`src/pkg/mlbd_pkg.sv`:
```
// Shared constants and types of the MAC loopback diagnostic block.
// Assumes a 32-bit classic Wishbone register bus and byte-wide buffer memory.
package mlbd_pkg;

   // ****************************************************************
   // FIFO geometry
   // ****************************************************************
   localparam int unsigned HALF_DEPTH = 8;
   localparam int unsigned PTR_W = 3;

   // ****************************************************************
   // Register offsets (byte addresses)
   // ****************************************************************
   localparam logic [7:0] OFS_CTRL = 8'h00;
   localparam logic [7:0] OFS_TX_PAGE = 8'h04;
   localparam logic [7:0] OFS_TX_COUNT = 8'h08;
   localparam logic [7:0] OFS_THRESH = 8'h0c;
   localparam logic [7:0] OFS_IRQ = 8'h10;
   localparam logic [7:0] OFS_RX_STATUS = 8'h14;
   localparam logic [7:0] OFS_TX_STATUS = 8'h18;
   localparam logic [7:0] OFS_RX_COUNT = 8'h1c;
   localparam logic [7:0] OFS_FIFO = 8'h20;

   // ****************************************************************
   // Field positions
   // ****************************************************************
   localparam int unsigned CTRL_LOOP_LSB = 0;
   localparam int unsigned CTRL_CRC_INH = 2;
   localparam int unsigned CTRL_WORD = 3;
   localparam int unsigned CTRL_BYTE_ORDER = 4;
   localparam int unsigned CTRL_GO = 7;
   localparam int unsigned CTRL_BUSY = 8;
   localparam int unsigned IRQ_RX_INTACT = 0;
   localparam int unsigned IRQ_TX_DONE = 1;
   localparam int unsigned RSR_INTACT = 0;
   localparam int unsigned RSR_CRC_ERR = 1;
   localparam int unsigned TSR_OK = 0;
   localparam int unsigned TSR_CARRIER_LOST = 4;
   localparam int unsigned TSR_HEARTBEAT_FAIL = 6;

   // ****************************************************************
   // Reset values
   // ****************************************************************
   localparam logic [4:0] CTRL_RST = 5'h00;
   localparam logic [7:0] TX_PAGE_RST = 8'h00;
   localparam logic [15:0] TX_COUNT_RST = 16'h0000;
   localparam logic [3:0] THRESH_RST = 4'h4;

   // ****************************************************************
   // Frame and timing constants
   // ****************************************************************
   localparam int unsigned PRE_BITS = 56;
   localparam int unsigned SFD_BITS = 8;
   localparam int unsigned CRC_BITS = 32;
   localparam int unsigned FIFO_ADV_CYCLES = 4;
   localparam logic [7:0] SFD_PATTERN = 8'hd5;
   localparam logic [31:0] CRC_POLY = 32'h04c11db7;
   localparam logic [31:0] CRC_INIT = 32'hffffffff;
   localparam logic [31:0] CRC_RESIDUE = 32'hc704dd7b;

   typedef enum logic [1:0] {
      LOOP_OFF = 2'h0,
      LOOP_INT = 2'h1,
      LOOP_ENC = 2'h2,
      LOOP_COAX = 2'h3
   } mlbd_loop_t;

   typedef enum logic [4:0] {
      TX_IDLE = 5'h01,
      TX_DEFER = 5'h02,
      TX_PRE = 5'h04,
      TX_DATA = 5'h08,
      TX_CRC = 5'h10
   } mlbd_tx_t;

endpackage : mlbd_pkg

```
`src/mlbd_crc.sv`:
```
// Bit-serial CRC-32 register, first data bit first.
// Assumes bits arrive one per enable; init has priority over enable.
`timescale 1ns/1ps
`default_nettype none
module mlbd_crc
   import mlbd_pkg::*;
(
   input wire logic clk_i,
   input wire logic rst_i,
   input wire logic init_i,
   input wire logic en_i,
   input wire logic bit_i,
   output logic [31:0] crc_o
);

   // ****************************************************************
   // Shift register
   // ****************************************************************
   function automatic logic [31:0] crc_step(input logic [31:0] c,
                                            input logic b);
      crc_step = {c[30:0], 1'b0} ^ ((c[31] ^ b) ? CRC_POLY : 32'h00000000);
   endfunction : crc_step

   always_ff @(posedge clk_i) begin
      if (rst_i || init_i) begin
         crc_o <= CRC_INIT;
      end else if (en_i) begin
         crc_o <= crc_step(crc_o, bit_i);
      end
   end

endmodule : mlbd_crc
`default_nettype wire

```
`src/mlbd_top.sv`:
```
// Loopback diagnostic logic of a CSMA/CD MAC: DMA, split FIFO, serializer,
// deserializer and the FIFO read port.
// Assumes a classic Wishbone master, byte-wide asynchronous buffer memory
// and a serial encoder/decoder whose pins are asynchronous to clk_i.
//
// How it works
// - Internal mode loops serializer into deserializer
// - Encoder mode drives external loop control
// - Coax mode sends packet onto medium
// - Mask carrier/collision reporting, still defer
// - FIFO split into transmit and receive halves
// - Loopback DMA fetches bytes only
// - FIFO read pointer advances, wait states
// - Receive bytes wrap over eight locations
// - Append lower, upper, upper byte count
// - DMA fills FIFO, refills below threshold
// - Send preamble and sync before data
// - CRC appended unless inhibited
// - Set transmit done flag at end
// - Packet received flag stays zero
// - Strip preamble, store and count bytes
// - CRC check or forced error on match
// - Receive status written, intact normally set
//
// The Wishbone interface to the registers and the register offsets were left to the implementer.
`timescale 1ns/1ps
`default_nettype none
module mlbd_top
   import mlbd_pkg::*;
(
   input wire logic clk_i,
   input wire logic rst_i,
   input wire logic wb_cyc_i,
   input wire logic wb_stb_i,
   input wire logic wb_we_i,
   input wire logic [7:0] wb_adr_i,
   input wire logic [3:0] wb_sel_i,
   input wire logic [31:0] wb_dat_i,
   output logic [31:0] wb_dat_o,
   output logic wb_ack_o,
   output logic bus_request_o,
   input wire logic bus_grant_i,
   output logic [15:0] mem_addr_o,
   output logic mem_rd_o,
   input wire logic [7:0] mem_data_i,
   input wire logic tx_clk_i,
   output logic tx_data_o,
   output logic tx_en_o,
   input wire logic rx_clk_i,
   input wire logic rx_data_i,
   input wire logic carrier_i,
   input wire logic collision_i,
   input wire logic addr_match_i,
   output logic ext_loop_ctl_o
);
   import mlbd_pkg::*;

   // ****************************************************************
   // Input synchronisers
   // ****************************************************************
   logic [5:0] sync1, sync2, sync3;
   always_ff @(posedge clk_i) begin
      if (rst_i) begin
         sync1 <= 6'h00;
         sync2 <= 6'h00;
         sync3 <= 6'h00;
      end else begin
         sync1 <= {bus_grant_i, collision_i, carrier_i, rx_data_i,
                   rx_clk_i, tx_clk_i};
         sync2 <= sync1;
         sync3 <= sync2;
      end
   end
   logic tx_tick, rx_edge, rx_bit_s, car_s, col_s, grant_s;
   assign tx_tick = sync2[0] & ~sync3[0];
   assign rx_edge = sync2[1] & ~sync3[1];
   assign rx_bit_s = sync2[2];
   assign car_s = sync2[3];
   assign col_s = sync2[4];
   assign grant_s = sync2[5];

   // ****************************************************************
   // Registers and state
   // ****************************************************************
   logic [4:0] ctrl;
   logic [7:0] tx_page_start;
   logic [15:0] tx_count;
   logic [3:0] thresh;
   logic tx_done_flag;
   logic [1:0] rx_status_reg;
   logic [2:0] tx_status;
   logic [15:0] rx_count;
   logic [7:0] fifo_mem [2*HALF_DEPTH];
   mlbd_tx_t state;
   mlbd_loop_t loop_mode;
   logic crc_inh, word_mode, byte_order;
   assign loop_mode = mlbd_loop_t'(ctrl[CTRL_LOOP_LSB +: 2]);
   assign crc_inh = ctrl[CTRL_CRC_INH];
   assign word_mode = ctrl[CTRL_WORD];
   assign byte_order = ctrl[CTRL_BYTE_ORDER];

   logic wb_req, wb_wr, wb_rd, fifo_rd, fifo_stall, go_start, tx_done_evt;
   logic [2:0] adv_cnt;
   logic [PTR_W-1:0] rd_ptr, twr, trd, rx_wr;
   logic [3:0] tx_level;
   logic [15:0] dma_addr, dma_cnt;
   logic dma_phase, push, pop;
   logic [1:0] tail;
   logic [31:0] tx_crc, rx_crc;
   logic rx_synced;

   function automatic logic hit(input logic [7:0] a, input logic [7:0] o);
      hit = (a[7:2] == o[7:2]);
   endfunction : hit

   assign wb_req = wb_cyc_i & wb_stb_i & ~wb_ack_o;
   assign fifo_stall = hit(wb_adr_i, OFS_FIFO) & ~wb_we_i &
                       (adv_cnt != 3'h0);
   assign wb_wr = wb_req & wb_we_i;
   assign wb_rd = wb_req & ~wb_we_i & ~fifo_stall;
   assign fifo_rd = wb_rd & hit(wb_adr_i, OFS_FIFO);
   assign go_start = wb_wr & wb_sel_i[0] & hit(wb_adr_i, OFS_CTRL) &
                     wb_dat_i[CTRL_GO] & (state == TX_IDLE);

   // ****************************************************************
   // Wishbone slave
   // ****************************************************************
   logic [31:0] rdata;
   always_comb begin
      rdata = 32'h00000000;
      case (wb_adr_i[7:2])
         OFS_CTRL[7:2]: rdata = {23'h000000, state != TX_IDLE, 3'h0, ctrl};
         OFS_TX_PAGE[7:2]: rdata = {24'h000000, tx_page_start};
         OFS_TX_COUNT[7:2]: rdata = {16'h0000, tx_count};
         OFS_THRESH[7:2]: rdata = {28'h0000000, thresh};
         OFS_IRQ[7:2]: rdata = {30'h00000000, tx_done_flag, 1'b0};
         OFS_RX_STATUS[7:2]: rdata = {30'h00000000, rx_status_reg};
         OFS_TX_STATUS[7:2]: rdata = {25'h0000000, tx_status[2], 1'b0,
                                      tx_status[1], 3'h0, tx_status[0]};
         OFS_RX_COUNT[7:2]: rdata = {16'h0000, rx_count};
         OFS_FIFO[7:2]: rdata = {24'h000000,
                                 fifo_mem[HALF_DEPTH + 32'(rd_ptr)]};
         default: rdata = 32'h00000000;
      endcase
   end

   always_ff @(posedge clk_i) begin
      if (rst_i) begin
         wb_ack_o <= 1'b0;
         wb_dat_o <= 32'h00000000;
      end else begin
         wb_ack_o <= wb_wr | wb_rd;
         if (wb_rd) begin
            wb_dat_o <= rdata;
         end
      end
   end

   always_ff @(posedge clk_i) begin
      if (rst_i) begin
         ctrl <= CTRL_RST;
         tx_page_start <= TX_PAGE_RST;
         tx_count <= TX_COUNT_RST;
         thresh <= THRESH_RST;
      end else if (wb_wr) begin
         if (hit(wb_adr_i, OFS_CTRL) && wb_sel_i[0]) begin
            ctrl <= wb_dat_i[4:0];
         end
         if (hit(wb_adr_i, OFS_TX_PAGE) && wb_sel_i[0]) begin
            tx_page_start <= wb_dat_i[7:0];
         end
         if (hit(wb_adr_i, OFS_TX_COUNT)) begin
            if (wb_sel_i[0]) begin
               tx_count[7:0] <= wb_dat_i[7:0];
            end
            if (wb_sel_i[1]) begin
               tx_count[15:8] <= wb_dat_i[15:8];
            end
         end
         if (hit(wb_adr_i, OFS_THRESH) && wb_sel_i[0]) begin
            thresh <= wb_dat_i[3:0];
         end
      end
   end

   always_ff @(posedge clk_i) begin
      if (rst_i) begin
         tx_done_flag <= 1'b0;
      end else if (tx_done_evt) begin
         tx_done_flag <= 1'b1;
      end else if (wb_wr && wb_sel_i[0] && hit(wb_adr_i, OFS_IRQ) &&
                   wb_dat_i[IRQ_TX_DONE]) begin
         tx_done_flag <= 1'b0;
      end
   end

   // Loop control only in encoder mode
   always_ff @(posedge clk_i) begin
      if (rst_i) begin
         ext_loop_ctl_o <= 1'b0;
      end else begin
         ext_loop_ctl_o <= (loop_mode == LOOP_ENC);
      end
   end

   // ****************************************************************
   // Transmit DMA into the lower FIFO half
   // ****************************************************************
   function automatic logic lane_ok(input logic wm, input logic bo,
                                    input logic a0);
      lane_ok = ~wm | (a0 == ~bo);
   endfunction : lane_ok

   assign push = dma_phase & lane_ok(word_mode, byte_order, mem_addr_o[0]);

   // Burst until full, rearm below threshold
   always_ff @(posedge clk_i) begin
      if (rst_i) begin
         bus_request_o <= 1'b0;
         mem_rd_o <= 1'b0;
         mem_addr_o <= 16'h0000;
         dma_addr <= 16'h0000;
         dma_cnt <= 16'h0000;
         dma_phase <= 1'b0;
      end else if (go_start) begin
         dma_addr <= {tx_page_start, 8'h00};
         dma_cnt <= tx_count;
         dma_phase <= 1'b0;
         bus_request_o <= 1'b0;
      end else if (dma_phase) begin
         mem_rd_o <= 1'b0;
         dma_phase <= 1'b0;
         dma_addr <= dma_addr + 16'h0001;
         dma_cnt <= dma_cnt - 16'h0001;
      end else if (!bus_request_o) begin
         bus_request_o <= (state != TX_IDLE) && (dma_cnt != 16'h0000) &&
                          (tx_level < thresh);
      end else if (grant_s) begin
         if (dma_cnt != 16'h0000 && tx_level < 4'(HALF_DEPTH)) begin
            mem_rd_o <= 1'b1;
            mem_addr_o <= dma_addr;
            dma_phase <= 1'b1;
         end else begin
            bus_request_o <= 1'b0;
         end
      end
   end

   // Lower half transmit, upper half receive
   logic rx_we;
   logic [7:0] rx_wd;
   always_ff @(posedge clk_i) begin
      if (push) begin
         fifo_mem[32'(twr)] <= mem_data_i;
      end
      if (rx_we) begin
         fifo_mem[HALF_DEPTH + 32'(rx_wr)] <= rx_wd;
      end
   end

   always_ff @(posedge clk_i) begin
      if (rst_i || go_start) begin
         twr <= '0;
         trd <= '0;
         tx_level <= 4'h0;
      end else begin
         if (push) begin
            twr <= twr + 3'h1;
         end
         if (pop) begin
            trd <= trd + 3'h1;
         end
         tx_level <= tx_level + {3'h0, push} - {3'h0, pop};
      end
   end

   // ****************************************************************
   // Serializer
   // ****************************************************************
   logic [5:0] bit_cnt;
   logic [2:0] bit_idx;
   logic [7:0] tx_sh, head;
   logic [31:0] crc_sh;
   logic tx_ready, in_data, tx_bit_next, crs_seen, col_seen;
   assign head = fifo_mem[32'(trd)];
   assign tx_ready = (tx_level == 4'(HALF_DEPTH)) ||
                     (dma_cnt == 16'h0000 && !dma_phase);
   assign in_data = tx_tick && (state == TX_DATA);
   assign pop = in_data && (bit_idx == 3'h0) && (tx_level != 4'h0);
   assign tx_bit_next = (bit_idx == 3'h0) ? head[0] : tx_sh[bit_idx];

   function automatic logic pre_bit(input logic [5:0] n);
      pre_bit = (n < 6'(PRE_BITS)) ? ~n[0] : SFD_PATTERN[n[2:0]];
   endfunction : pre_bit

   always_ff @(posedge clk_i) begin
      if (rst_i) begin
         state <= TX_IDLE;
         tx_en_o <= 1'b0;
         tx_data_o <= 1'b0;
         bit_cnt <= 6'h00;
         bit_idx <= 3'h0;
         tx_sh <= 8'h00;
         crc_sh <= 32'h00000000;
         tx_done_evt <= 1'b0;
      end else begin
         tx_done_evt <= 1'b0;
         case (state)
            TX_IDLE: begin
               if (go_start) begin
                  state <= TX_DEFER;
               end
            end
            // Defer on raw carrier and collision
            TX_DEFER: begin
               if (tx_ready && !car_s && !col_s && tx_tick) begin
                  state <= TX_PRE;
                  tx_en_o <= 1'b1;
                  tx_data_o <= pre_bit(6'h00);
                  bit_cnt <= 6'h01;
               end
            end
            TX_PRE: begin
               if (tx_tick) begin
                  tx_data_o <= pre_bit(bit_cnt);
                  bit_cnt <= bit_cnt + 6'h01;
                  if (bit_cnt == 6'(PRE_BITS + SFD_BITS - 1)) begin
                     state <= TX_DATA;
                     bit_idx <= 3'h0;
                  end
               end
            end
            TX_DATA: begin
               if (in_data) begin
                  if (bit_idx != 3'h0 || tx_level != 4'h0) begin
                     tx_data_o <= tx_bit_next;
                     bit_idx <= bit_idx + 3'h1;
                     if (bit_idx == 3'h0) begin
                        tx_sh <= head;
                     end
                  // Inhibit ends on last FIFO byte
                  end else if (crc_inh) begin
                     state <= TX_IDLE;
                     tx_en_o <= 1'b0;
                     tx_done_evt <= 1'b1;
                  end else begin
                     state <= TX_CRC;
                     tx_data_o <= ~tx_crc[31];
                     crc_sh <= {~tx_crc[30:0], 1'b0};
                     bit_cnt <= 6'h01;
                  end
               end
            end
            TX_CRC: begin
               if (tx_tick) begin
                  if (bit_cnt == 6'(CRC_BITS)) begin
                     state <= TX_IDLE;
                     tx_en_o <= 1'b0;
                     tx_done_evt <= 1'b1;
                  end else begin
                     tx_data_o <= crc_sh[31];
                     crc_sh <= {crc_sh[30:0], 1'b0};
                     bit_cnt <= bit_cnt + 6'h01;
                  end
               end
            end
            default: state <= TX_IDLE;
         endcase
      end
   end

   mlbd_crc u_tx_crc (
      .clk_i(clk_i),
      .rst_i(rst_i),
      .init_i(go_start),
      .en_i(in_data && (bit_idx != 3'h0 || tx_level != 4'h0)),
      .bit_i(tx_bit_next),
      .crc_o(tx_crc)
   );

   always_ff @(posedge clk_i) begin
      if (rst_i) begin
         crs_seen <= 1'b0;
         col_seen <= 1'b0;
         tx_status <= 3'h0;
      end else if (go_start) begin
         crs_seen <= 1'b0;
         col_seen <= 1'b0;
      end else begin
         if (tx_en_o && car_s && loop_mode != LOOP_INT) begin
            crs_seen <= 1'b1;
         end
         if (tx_en_o && col_s && (loop_mode == LOOP_COAX ||
                                  loop_mode == LOOP_OFF)) begin
            col_seen <= 1'b1;
         end
         if (tx_done_evt) begin
            tx_status <= {~col_seen, ~crs_seen, 1'b1};
         end
      end
   end

   // ****************************************************************
   // Deserializer into the upper FIFO half
   // ****************************************************************
   // Internal uses transmit clock and bit
   logic frame, frame_d, rx_tick, rx_bit;
   logic [7:0] rx_sh, rx_next;
   logic [2:0] rx_bits;
   assign frame = (loop_mode == LOOP_INT) ? tx_en_o : car_s;
   assign rx_tick = (loop_mode == LOOP_INT) ? (tx_tick & tx_en_o)
                                            : (rx_edge & car_s);
   assign rx_bit = (loop_mode == LOOP_INT) ? tx_data_o : rx_bit_s;
   assign rx_next = {rx_bit, rx_sh[7:1]};
   assign rx_we = (rx_tick && rx_synced && rx_bits == 3'h7) || tail != 2'h0;
   assign rx_wd = (tail == 2'h1) ? rx_count[7:0] :
                  (tail != 2'h0) ? rx_count[15:8] : rx_next;

   always_ff @(posedge clk_i) begin
      if (rst_i) begin
         frame_d <= 1'b0;
         rx_synced <= 1'b0;
         rx_sh <= 8'h00;
         rx_bits <= 3'h0;
         rx_wr <= '0;
         rx_count <= 16'h0000;
         tail <= 2'h0;
         rx_status_reg <= 2'h0;
      end else begin
         frame_d <= frame;
         if (frame && !frame_d) begin
            rx_synced <= 1'b0;
            rx_sh <= 8'h00;
            rx_bits <= 3'h0;
            rx_wr <= '0;
            rx_count <= 16'h0000;
         end else if (!frame && frame_d && rx_synced) begin
            rx_synced <= 1'b0;
            tail <= 2'h1;
         // Hunt sync, then store and count
         end else if (rx_tick) begin
            rx_sh <= rx_next;
            if (!rx_synced) begin
               rx_synced <= (rx_next == SFD_PATTERN);
            end else begin
               rx_bits <= rx_bits + 3'h1;
               if (rx_bits == 3'h7) begin
                  rx_wr <= rx_wr + 3'h1;
                  rx_count <= rx_count + 16'h0001;
               end
            end
         end
         if (tail != 2'h0) begin
            rx_wr <= rx_wr + 3'h1;
            tail <= (tail == 2'h3) ? 2'h0 : tail + 2'h1;
         end
         if (tail == 2'h3) begin
            rx_status_reg[RSR_CRC_ERR] <=
               (crc_inh || rx_crc != CRC_RESIDUE) && addr_match_i;
            rx_status_reg[RSR_INTACT] <=
               !((crc_inh || rx_crc != CRC_RESIDUE) && addr_match_i);
         end
      end
   end

   mlbd_crc u_rx_crc (
      .clk_i(clk_i),
      .rst_i(rst_i),
      .init_i(frame && !frame_d),
      .en_i(rx_tick && rx_synced),
      .bit_i(rx_bit),
      .crc_o(rx_crc)
   );

   // ****************************************************************
   // FIFO read port; pointer lags each read by a few cycles
   // ****************************************************************
   // Delayed pointer advance
   always_ff @(posedge clk_i) begin
      if (rst_i) begin
         rd_ptr <= '0;
         adv_cnt <= 3'h0;
      end else if (tail == 2'h3) begin
         rd_ptr <= rx_wr + 3'h1;
         adv_cnt <= 3'h0;
      end else if (fifo_rd) begin
         adv_cnt <= 3'(FIFO_ADV_CYCLES);
      end else if (adv_cnt != 3'h0) begin
         adv_cnt <= adv_cnt - 3'h1;
         if (adv_cnt == 3'h1) begin
            rd_ptr <= rd_ptr + 3'h1;
         end
      end
   end

endmodule : mlbd_top
`default_nettype wire

```
`config.mk`:
```
export PLATFORM = sky130hd
export DESIGN_NAME = mlbd_top
export DESIGN_NICKNAME = d
export VERILOG_FILES = /design/src/pkg/mlbd_pkg.sv /design/src/mlbd_crc.sv /design/src/mlbd_top.sv
export SDC_FILE = /design/constraint.sdc
export NUM_CORES = 1
export LEC_CHECK = 0
export BUFFER_PORTS_ARGS = -buffer_cell sky130_fd_sc_hd__clkbuf_2
export CORE_ASPECT_RATIO = 2
export CORE_MARGIN = 1
export CORE_UTILIZATION = 55
export CTS_BUF_LIST = sky130_fd_sc_hd__clkbuf_4 sky130_fd_sc_hd__clkbuf_8 sky130_fd_sc_hd__clkbuf_16
export DETAILED_ROUTE_END_ITERATION = 12
export MAX_ROUTING_LAYER = met4
export PLACE_DENSITY_LB_ADDON = 0.08
export SYNTH_ARGS = -nofsm -noshare
export SYNTH_HDL_FRONTEND = slang
export SYNTH_SLANG_ARGS = --single-unit
```
`constraint.sdc`:
```
create_clock -name clk_i -period 4.4 [get_ports clk_i]
set_input_delay 0.22 -clock clk_i [delete_from_list [all_inputs] [get_ports clk_i]]
set_output_delay 0.22 -clock clk_i [all_outputs]
set_load 0.005 [all_outputs]
```
Yosys cells after proc, flatten, opt, wreduce, memory -nomap -nowiden
Memory sizes are Yosys's and may differ from the RTL's. A register that Yosys moved wholly into a read port is not among the register bits.
Index checks and enable logic that the tools add are counted.
{"block": "totals", "regBits": 311, "ram_bits": 128, "romBits": 8, "input_bits": 64, "output_inout_bits": 54, "word_cells": 345, "n_memories": 2}
{"name": "fifo_mem", "words": 16, "word_bits": 8, "rd": 2, "rd_ports_with_merged_regs": 1, "write_ports": 2, "line_no": "mlbd_top.sv:93", "source": "logic [7:0] fifo_mem [2*HALF_DEPTH];"}
{"name": "(name not given)", "words": 8, "word_bits": 1, "rd": 1, "rd_ports_with_merged_regs": 1, "write_ports": 0, "line_no": "mlbd_top.sv:293", "source": "pre_bit = (n < 6'(PRE_BITS)) ? ~n[0] : SFD_PATTERN[n[2:0]];"}
{"block": "op_classes", "add_sub_neg": 16, "magnitude_cmp": 5, "n_eq_ne": 44, "mux": 100, "bitwise": 40, "reduce_logical": 92}
{"cell": "$mux 32", "count": 5}
{"cell": "$pmux 16 s9", "count": 1}
{"cell": "$mux 16", "count": 4}
{"cell": "$pmux 32 s2", "count": 1}
{"cell": "$xor 32x32->32", "count": 2}
{"cell": "$mux 27", "count": 2}
{"cell": "$mux 3", "count": 18}
{"cell": "$mux 5", "count": 9}
{"cell": "$mux 6", "count": 7}
{"cell": "$mux 1", "count": 38}
{"cell": "$add 16x1->16 const B", "count": 2}
{"cell": "$ne 32x32->1 const B", "count": 1}
{"cell": "$not 31->31", "count": 1}
{"cell": "$logic_and 1x1->1", "count": 27}
{"cell": "$pmux 5 s5", "count": 1}
{"cell": "$eq 6x3->1 const B", "count": 4}
{"cell": "$pmux 6 s4", "count": 1}
{"cell": "$reduce_bool 2->1", "count": 12}
{"cell": "$ne 2x2->1 const B", "count": 11}
{"cell": "$add 3x1->3 const B", "count": 6}
{"cell": "$reduce_bool 3->1", "count": 6}
{"cell": "$and 1x1->1", "count": 17}
{"cell": "$logic_not 16->1", "count": 1}
{"cell": "$mux 8", "count": 2}
{"cell": "other kinds (57)", "count": 118}

Longest topological paths before layout
{"block": "depth", "word_depth": 10, "depth_mapped": 14, "mapped_depth_nobuf": 12}

Cells and area by module
Synthesis repeated with hierarchy kept, for this count alone.
{"block": "unflattened", "hier_cells": 1742, "hier_area_um2": 19159.6}
{"module": "mlbd_top", "instances": 1, "cells_each": 1496, "area_each_um2": 16141.7, "seq_area_each_um2": 8508.2}
{"module": "mlbd_crc", "instances": 2, "cells_each": 123, "area_each_um2": 1508.9, "seq_area_each_um2": 640.6}

Worst setup path before layout
Ideal clock, no wire load.
{"block": "synth_path", "path_type": "register -> register", "startpoint": "register tx_level[2]", "endpoint": "register tx_level[2]", "setup_ns": 0.128, "t_arrival_ns": 2.492, "required_ns": 4.272, "path_slack_ns": 1.780, "path_stages_with_launch": 15, "path_buffers": 2, "period_less_slack_ns": 2.620, "path_cell_list": "dfxtp_1 inv_1 ha_1 or3b_1 clkbuf_1 nand3_1 nor3_1 clkbuf_1 ha_1 inv_1 ha_1 inv_1 fa_1 xor2_1 nor2_1"}
{"block": "synth_via", "elab_chain_len": 3, "word_cells_on_any_way": 4, "cone_classes": "2 x add/sub; 2 x reduce/logical"}
{"element": "from (decl)", "line_no": "mlbd_top.sv:105", "source": "logic [3:0] tx_level;"}
{"element": "from (signal assigned)", "line_no": "mlbd_top.sv:273", "source": "tx_level <= tx_level + {3'h0, push} - {3'h0, pop};"}
{"element": "$reduce_bool 4->1", "line_no": "mlbd_top.sv:289", "source": "assign pop = in_data && (bit_idx == 3'h0) && (tx_level != 4'h0);"}
{"element": "$logic_and 1x1->1", "line_no": "mlbd_top.sv:289"}
{"element": "named net pop", "line_no": "mlbd_top.sv:107", "source": "logic dma_phase, push, pop;"}
{"element": "$sub 4x1->4", "line_no": "mlbd_top.sv:273"}
The timed path passes the listed nets, and every way through them passes these cells.
A chain may end at the register's enable or synchronous reset.

Final worst setup path
{"block": "layout_path", "startpoint": "register ctrl[1]", "endpoint": "register rx_count[6]"}
{"block": "layout_via", "elab_chain_len": 7, "word_cells_on_any_way": 10, "cone_classes": "1 x eq/ne; 2 x mux; 1 x bitwise; 6 x reduce/logical"}
{"element": "from (decl)", "line_no": "mlbd_top.sv:85", "source": "logic [4:0] ctrl;"}
{"element": "from (signal assigned)", "line_no": "mlbd_top.sv:167", "source": "ctrl <= wb_dat_i[4:0];"}
{"element": "$eq 2x1->1 (*)", "line_no": "mlbd_top.sv:410, mlbd_top.sv:411"}
{"element": "$mux 1", "line_no": "mlbd_top.sv:410", "source": "assign frame = (loop_mode == LOOP_INT) ? tx_en_o : car_s;"}
{"element": "$logic_not 1->1", "line_no": "mlbd_top.sv:437", "source": "end else if (!frame && frame_d && rx_synced) begin"}
{"element": "$logic_and 1x1->1 (2 in a row)", "line_no": "mlbd_top.sv:437"}
{"element": "$not 1->1 (no source line)"}
{"element": "$reduce_and 4->1 (no source line)"}
{"element": "to (signal assigned)", "line_no": "mlbd_top.sv:449", "source": "rx_count <= rx_count + 16'h0001;"}
{"element": "to (decl)", "line_no": "mlbd_top.sv:92", "source": "logic [15:0] rx_count;"}
Every way passes the cells marked *; elsewhere a longest branch is shown, timed or not.

==> Flow_metrics.wiki <==
{| class="wikitable"
! Metric !! Value
|-
| Run status || finished, final reports clean
|-
| Most frequent cell after synthesis || sky130_fd_sc_hd__dfxtp_1
|-
| Wire length of the first global-routing pass || 67600 um
|-
| Synth cell types || 77
|-
| TritonCTS clock tree || done
|-
| Top cell type by total area after synthesis || sky130_fd_sc_hd__dfxtp_1
|-
| Post-synth EDFFs || 128
|-
| Max-cap violations || 0
|-
| Placer Congestion || 0.895
|-
| Endpoint of the worst-slack reg-to-reg timing path || rx_count[6]
|-
| Largest registers || fifo_mem: 128 flops, u_rx_crc.crc_o: 32 flops, u_tx_crc.crc_o: 32 flops
|-
| Rows || 94
|-
| Overflow left after global routing || 0
|-
| DP HPWL || 30000 um
|-
| Worst hold path endpoint || tx_count[0]
|-
| Leakage component of the power || 7.65 nW
|-
| Tot GR Track Use || 26.5%
|-
| Internal power consumption || 0.00620 W
|-
| Number of placed cells counting well taps || 2213
|-
| Core area || 0.0328 mm^2
|-
| Proportion of synthesized chip area in sequential cells || 53.5%
|-
| Maximum number of buffers from clock root to sink || 3
|-
| Final max-slew violation count || 0
|-
| Largest net degree at the start of global routing || 84
|-
| Final instance area || 0.0205 mm^2
|-
| Die X || 131 um
|-
| Portion of total power attributed to the clock network || 41.0%
|-
| Fraction of layout cells with a size suffix above 1 || 11.6%
|-
| Placement Setup Slack || 1.63 ns
|-
| Maximum fanout encountered on the critical timing path || 8
|-
| Final setup vio count || 0
|-
| Area added between synthesis and finish || 12.0%
|-
| Vertical die dimension || 260 um
|-
| Cts repair resizes || 0
|-
| Root Buffer Master || sky130_fd_sc_hd__clkbuf_16
|-
| Fraction of synthesis flops using an asynchronous set or reset pin || 0%
|-
| Worst Hold Path Cells || 3
|-
| Hold Startpoint || wb_dat_i[0]
|-
| Switching power total || 0.00190 W
|-
| Pin slew with the least headroom to its limit || 1.20 ns
|-
| Largest register by flop count || fifo_mem
|-
| Initial detailed-routing violation count || 715
|-
| Netlist area before placement || 0.0183 mm^2
|-
| Post-layout min period || 2.77 ns
|-
| Slew margin rel. || 19.8%
|-
| Setup TNS Final || 0 ns
|-
| CTS Hold Buffers Added || 31
|-
| Ratio of routed vias to standard cells || 5.73
|-
| Routed wirelength normalized by instance count || 18.4 um
|-
| Slack of the worst reg-to-reg path || 1.63 ns
|-
| Final wirelength || 42600 um
|-
| NumNets Final || 1959
|-
| Final cycle utilization of the critical path || 63.0%
|-
| Synthesis-stage register bit count || 425
|-
| Pwr dens || 395 mW/mm^2
|-
| Final Hold Vio Count || 0
|-
| Fmax achieved || 361 MHz
|-
| Clock sinks || 425
|-
| First drt pass iteration count || 5
|-
| IO Port Bufs || 81
|-
| Via count of the first global-routing pass || 13100
|-
| Post-Syn Instances || 1792
|-
| HP Class || in2reg
|-
| Post-Syn Area per Cell || 10.2 um^2
|-
| DIE AREA || 0.0341 mm^2
|-
| Placed cell area || 0.0189 mm^2
|-
| Worst clock skew || 0.0184 ns
|-
| Worst reg-to-reg path cell count || 8
|-
| Final WS setup || 1.63 ns
|-
| Starting density of the core || 55.8%
|-
| Setup repair after global routing missed its margin || no
|-
| Number of warnings printed during yosys synthesis || 0
|-
| ANT nets after route || 0
|-
| Largest vdd supply drop || 434 uV
|-
| Sw Ratio || 23.5%
|-
| Routed vias || 13300
|-
| Setup crit end kind || flip-flop
|-
| Critical register-to-register path startpoint || ctrl[1]
|-
| Flip-flop count of the largest register after layout || 128
|-
| Share of Yosys cell area claimed by the top area cell type || 32.5%
|-
| Cts bufs inserted || 38
|-
| Number of antenna violations at the first check in global routing || 0
|-
| Sequential group share of total power || 51.0%
|-
| Clock slew seen by the registers of the worst setup and hold paths || 0.07 ns
|-
| Cell types occupying the most area after synthesis || sky130_fd_sc_hd__dfxtp_1 32%, sky130_fd_sc_hd__edfxtp_1 21%, sky130_fd_sc_hd__nand2_1 5.0%
|-
| Maximum level of the CTS H-tree || 2
|-
| Diode insertion count for antenna repair || 0
|-
| Ranking of synthesized cells by instance count || 297 x sky130_fd_sc_hd__dfxtp_1, 244 x sky130_fd_sc_hd__nand2_1, 177 x sky130_fd_sc_hd__nor2_1, 128 x sky130_fd_sc_hd__edfxtp_1, 113 x sky130_fd_sc_hd__a21oi_1
|-
| Worst Path Arrival || 3.16 ns
|-
| I/O pins || 118
|-
| Post-route non-filler standard cell count || 2313
|-
| Combinational share of power || 8.0%
|-
| Worst setup SP type || flip-flop
|-
| Top_reg_cell synth || sky130_fd_sc_hd__dfxtp_1
|-
| Data required time of the worst path || 4.78 ns
|-
| Worst setup path class || reg2reg
|-
| DR DRC count || 0
|-
| Buffers inserted by post-CTS timing repair || 0
|-
| Later-pin clock latency in the skew report || 0.54 ns
|}
[layout make-up]
cell class              instances  area [um^2]
clock buffers                  50         1090
clock inverters                19          149
fillers                      2720        12300
inverters                      39          146
multi-input cells            1215         7900
flip-flops and latches        425         9790
well taps                     432          541
repair buffers                133          880
[routing by layer]
metal	GRT usage, %	vias up	share of wire, %
met5	-	-	0
met4	14.4	0	5.4
met3	3.60	122	3.5
met2	48.6	286	55
met1	26.5	6374	37
li1	-	6476	-
[through the flow]
stage / utilization (%) / hold WS [ns] / power, W
floorplan: - / 0.319 / 0.00465
global placement: 57.7 / 0.425 / 0.00482
detailed placement: 57.7 / 0.427 / 0.00484
CTS: 62.5 / 0.00244 / 0.00816
global route: 62.5 / 0.0227 / 0.00837
finish: 62.5 / 0.0312 / 0.00810
[worst max path at each step]
| stage | from | endpoint | slack, ns | depth (start not counted) |
|---|---|---|---|---|
| 6_report | ctrl[1] | rx_count[6] | 1.63 | 8 |
| 5_1_grt | ctrl[0] | u_rx_crc.crc_o[11] | 1.42 | 6 |
| 4_1_cts | ctrl[1] | rx_count[6] | 1.61 | 8 |
| 3_5_place_dp | ctrl[1] | rx_count[6] | 1.63 | 8 |
| 3_3_place_gp | ctrl[1] | rx_count[6] | 1.64 | 8 |
| 2_1_floorplan | tx_level[2] | tx_level[2] | 1.78 | 14 |
[cells in the final DEF, fill, tap and decap left out, types with 4 or more instances in the layout]
cell type	netlist	routed
sky130_fd_sc_hd__o211ai_1	49	49
sky130_fd_sc_hd__xnor2_1	43	42
sky130_fd_sc_hd__o21ai_1	12	10
sky130_fd_sc_hd__nor3_1	24	22
sky130_fd_sc_hd__buf_4	17	21
sky130_fd_sc_hd__dfxtp_1	297	297
sky130_fd_sc_hd__and2_1	14	14
sky130_fd_sc_hd__nand3_1	89	89
sky130_fd_sc_hd__nand2_1	244	243
sky130_fd_sc_hd__mux2i_1	66	66
sky130_fd_sc_hd__edfxtp_1	128	128
sky130_fd_sc_hd__ha_1	42	42
sky130_fd_sc_hd__conb_1	1	16
sky130_fd_sc_hd__and3_1	20	20
sky130_fd_sc_hd__nand4_1	13	13
sky130_fd_sc_hd__xor2_1	38	38
sky130_fd_sc_hd__nor2b_1	23	23
sky130_fd_sc_hd__or2_2	4	4
sky130_fd_sc_hd__o21ai_0	25	25
sky130_fd_sc_hd__nor2_1	177	176
sky130_fd_sc_hd__nand2b_1	11	11
sky130_fd_sc_hd__clkbuf_8	0	5
sky130_fd_sc_hd__a31oi_1	9	9
sky130_fd_sc_hd__a22oi_1	13	13
sky130_fd_sc_hd__inv_1	38	38
sky130_fd_sc_hd__clkinv_2	0	5
sky130_fd_sc_hd__nor4b_1	4	4
sky130_fd_sc_hd__a21oi_1	113	113
sky130_fd_sc_hd__nor4_1	11	11
sky130_fd_sc_hd__clkbuf_16	0	39
sky130_fd_sc_hd__clkinv_1	1	8
sky130_fd_sc_hd__a311oi_1	7	7
sky130_fd_sc_hd__nand4b_1	5	5
sky130_fd_sc_hd__a211oi_1	41	41
sky130_fd_sc_hd__mux4_2	37	37
sky130_fd_sc_hd__clkbuf_2	1	80
sky130_fd_sc_hd__dlygate4sd3_1	0	31
sky130_fd_sc_hd__clkbuf_4	0	6
[critical path, cell delays in order (launching register included)]
cell and delay [ns]:
sky130_fd_sc_hd__dfxtp_1 0.42, sky130_fd_sc_hd__inv_1 0.07, sky130_fd_sc_hd__ha_1 0.24, sky130_fd_sc_hd__nand4bb_1 0.24, sky130_fd_sc_hd__a211o_1 0.49, sky130_fd_sc_hd__nor3_1 0.76
sky130_fd_sc_hd__nand3_1 0.18, sky130_fd_sc_hd__xor2_1 0.16, sky130_fd_sc_hd__nor2_1 0.05
[cells by family (layout without fill, tap and decap cells)]
| family | count (synthesis) | count (layout) | share of synthesized area [%] |
|---|---|---|---|
| and+or+nand+nor | 665 | 665 | 16.8 |
| adders and majority gates | 43 | 43 | 2.98 |
| DFF | 425 | 425 | 53.5 |
| AOI/OAI and AO/OA | 306 | 306 | 10.8 |
| xor gates and xnor gates | 81 | 81 | 3.88 |
| muxes | 104 | 104 | 8.22 |
| other | 1 | 16 | 0.0205 |
| buffers and inverters | 167 | 241 | 3.83 |
[power groups by stage]
stage,Combinational (W),Clock (W),Sequential [W]
CTS,0.000645,0.00338,0.00413
floorplan,0.000449,0,0.00420
finish,0.000645,0.00332,0.00413
global placement,0.000610,0,0.00421
detailed placement,0.000622,0,0.00422
global route,0.000709,0.00352,0.00414
(Power assumes the default switching activity.)
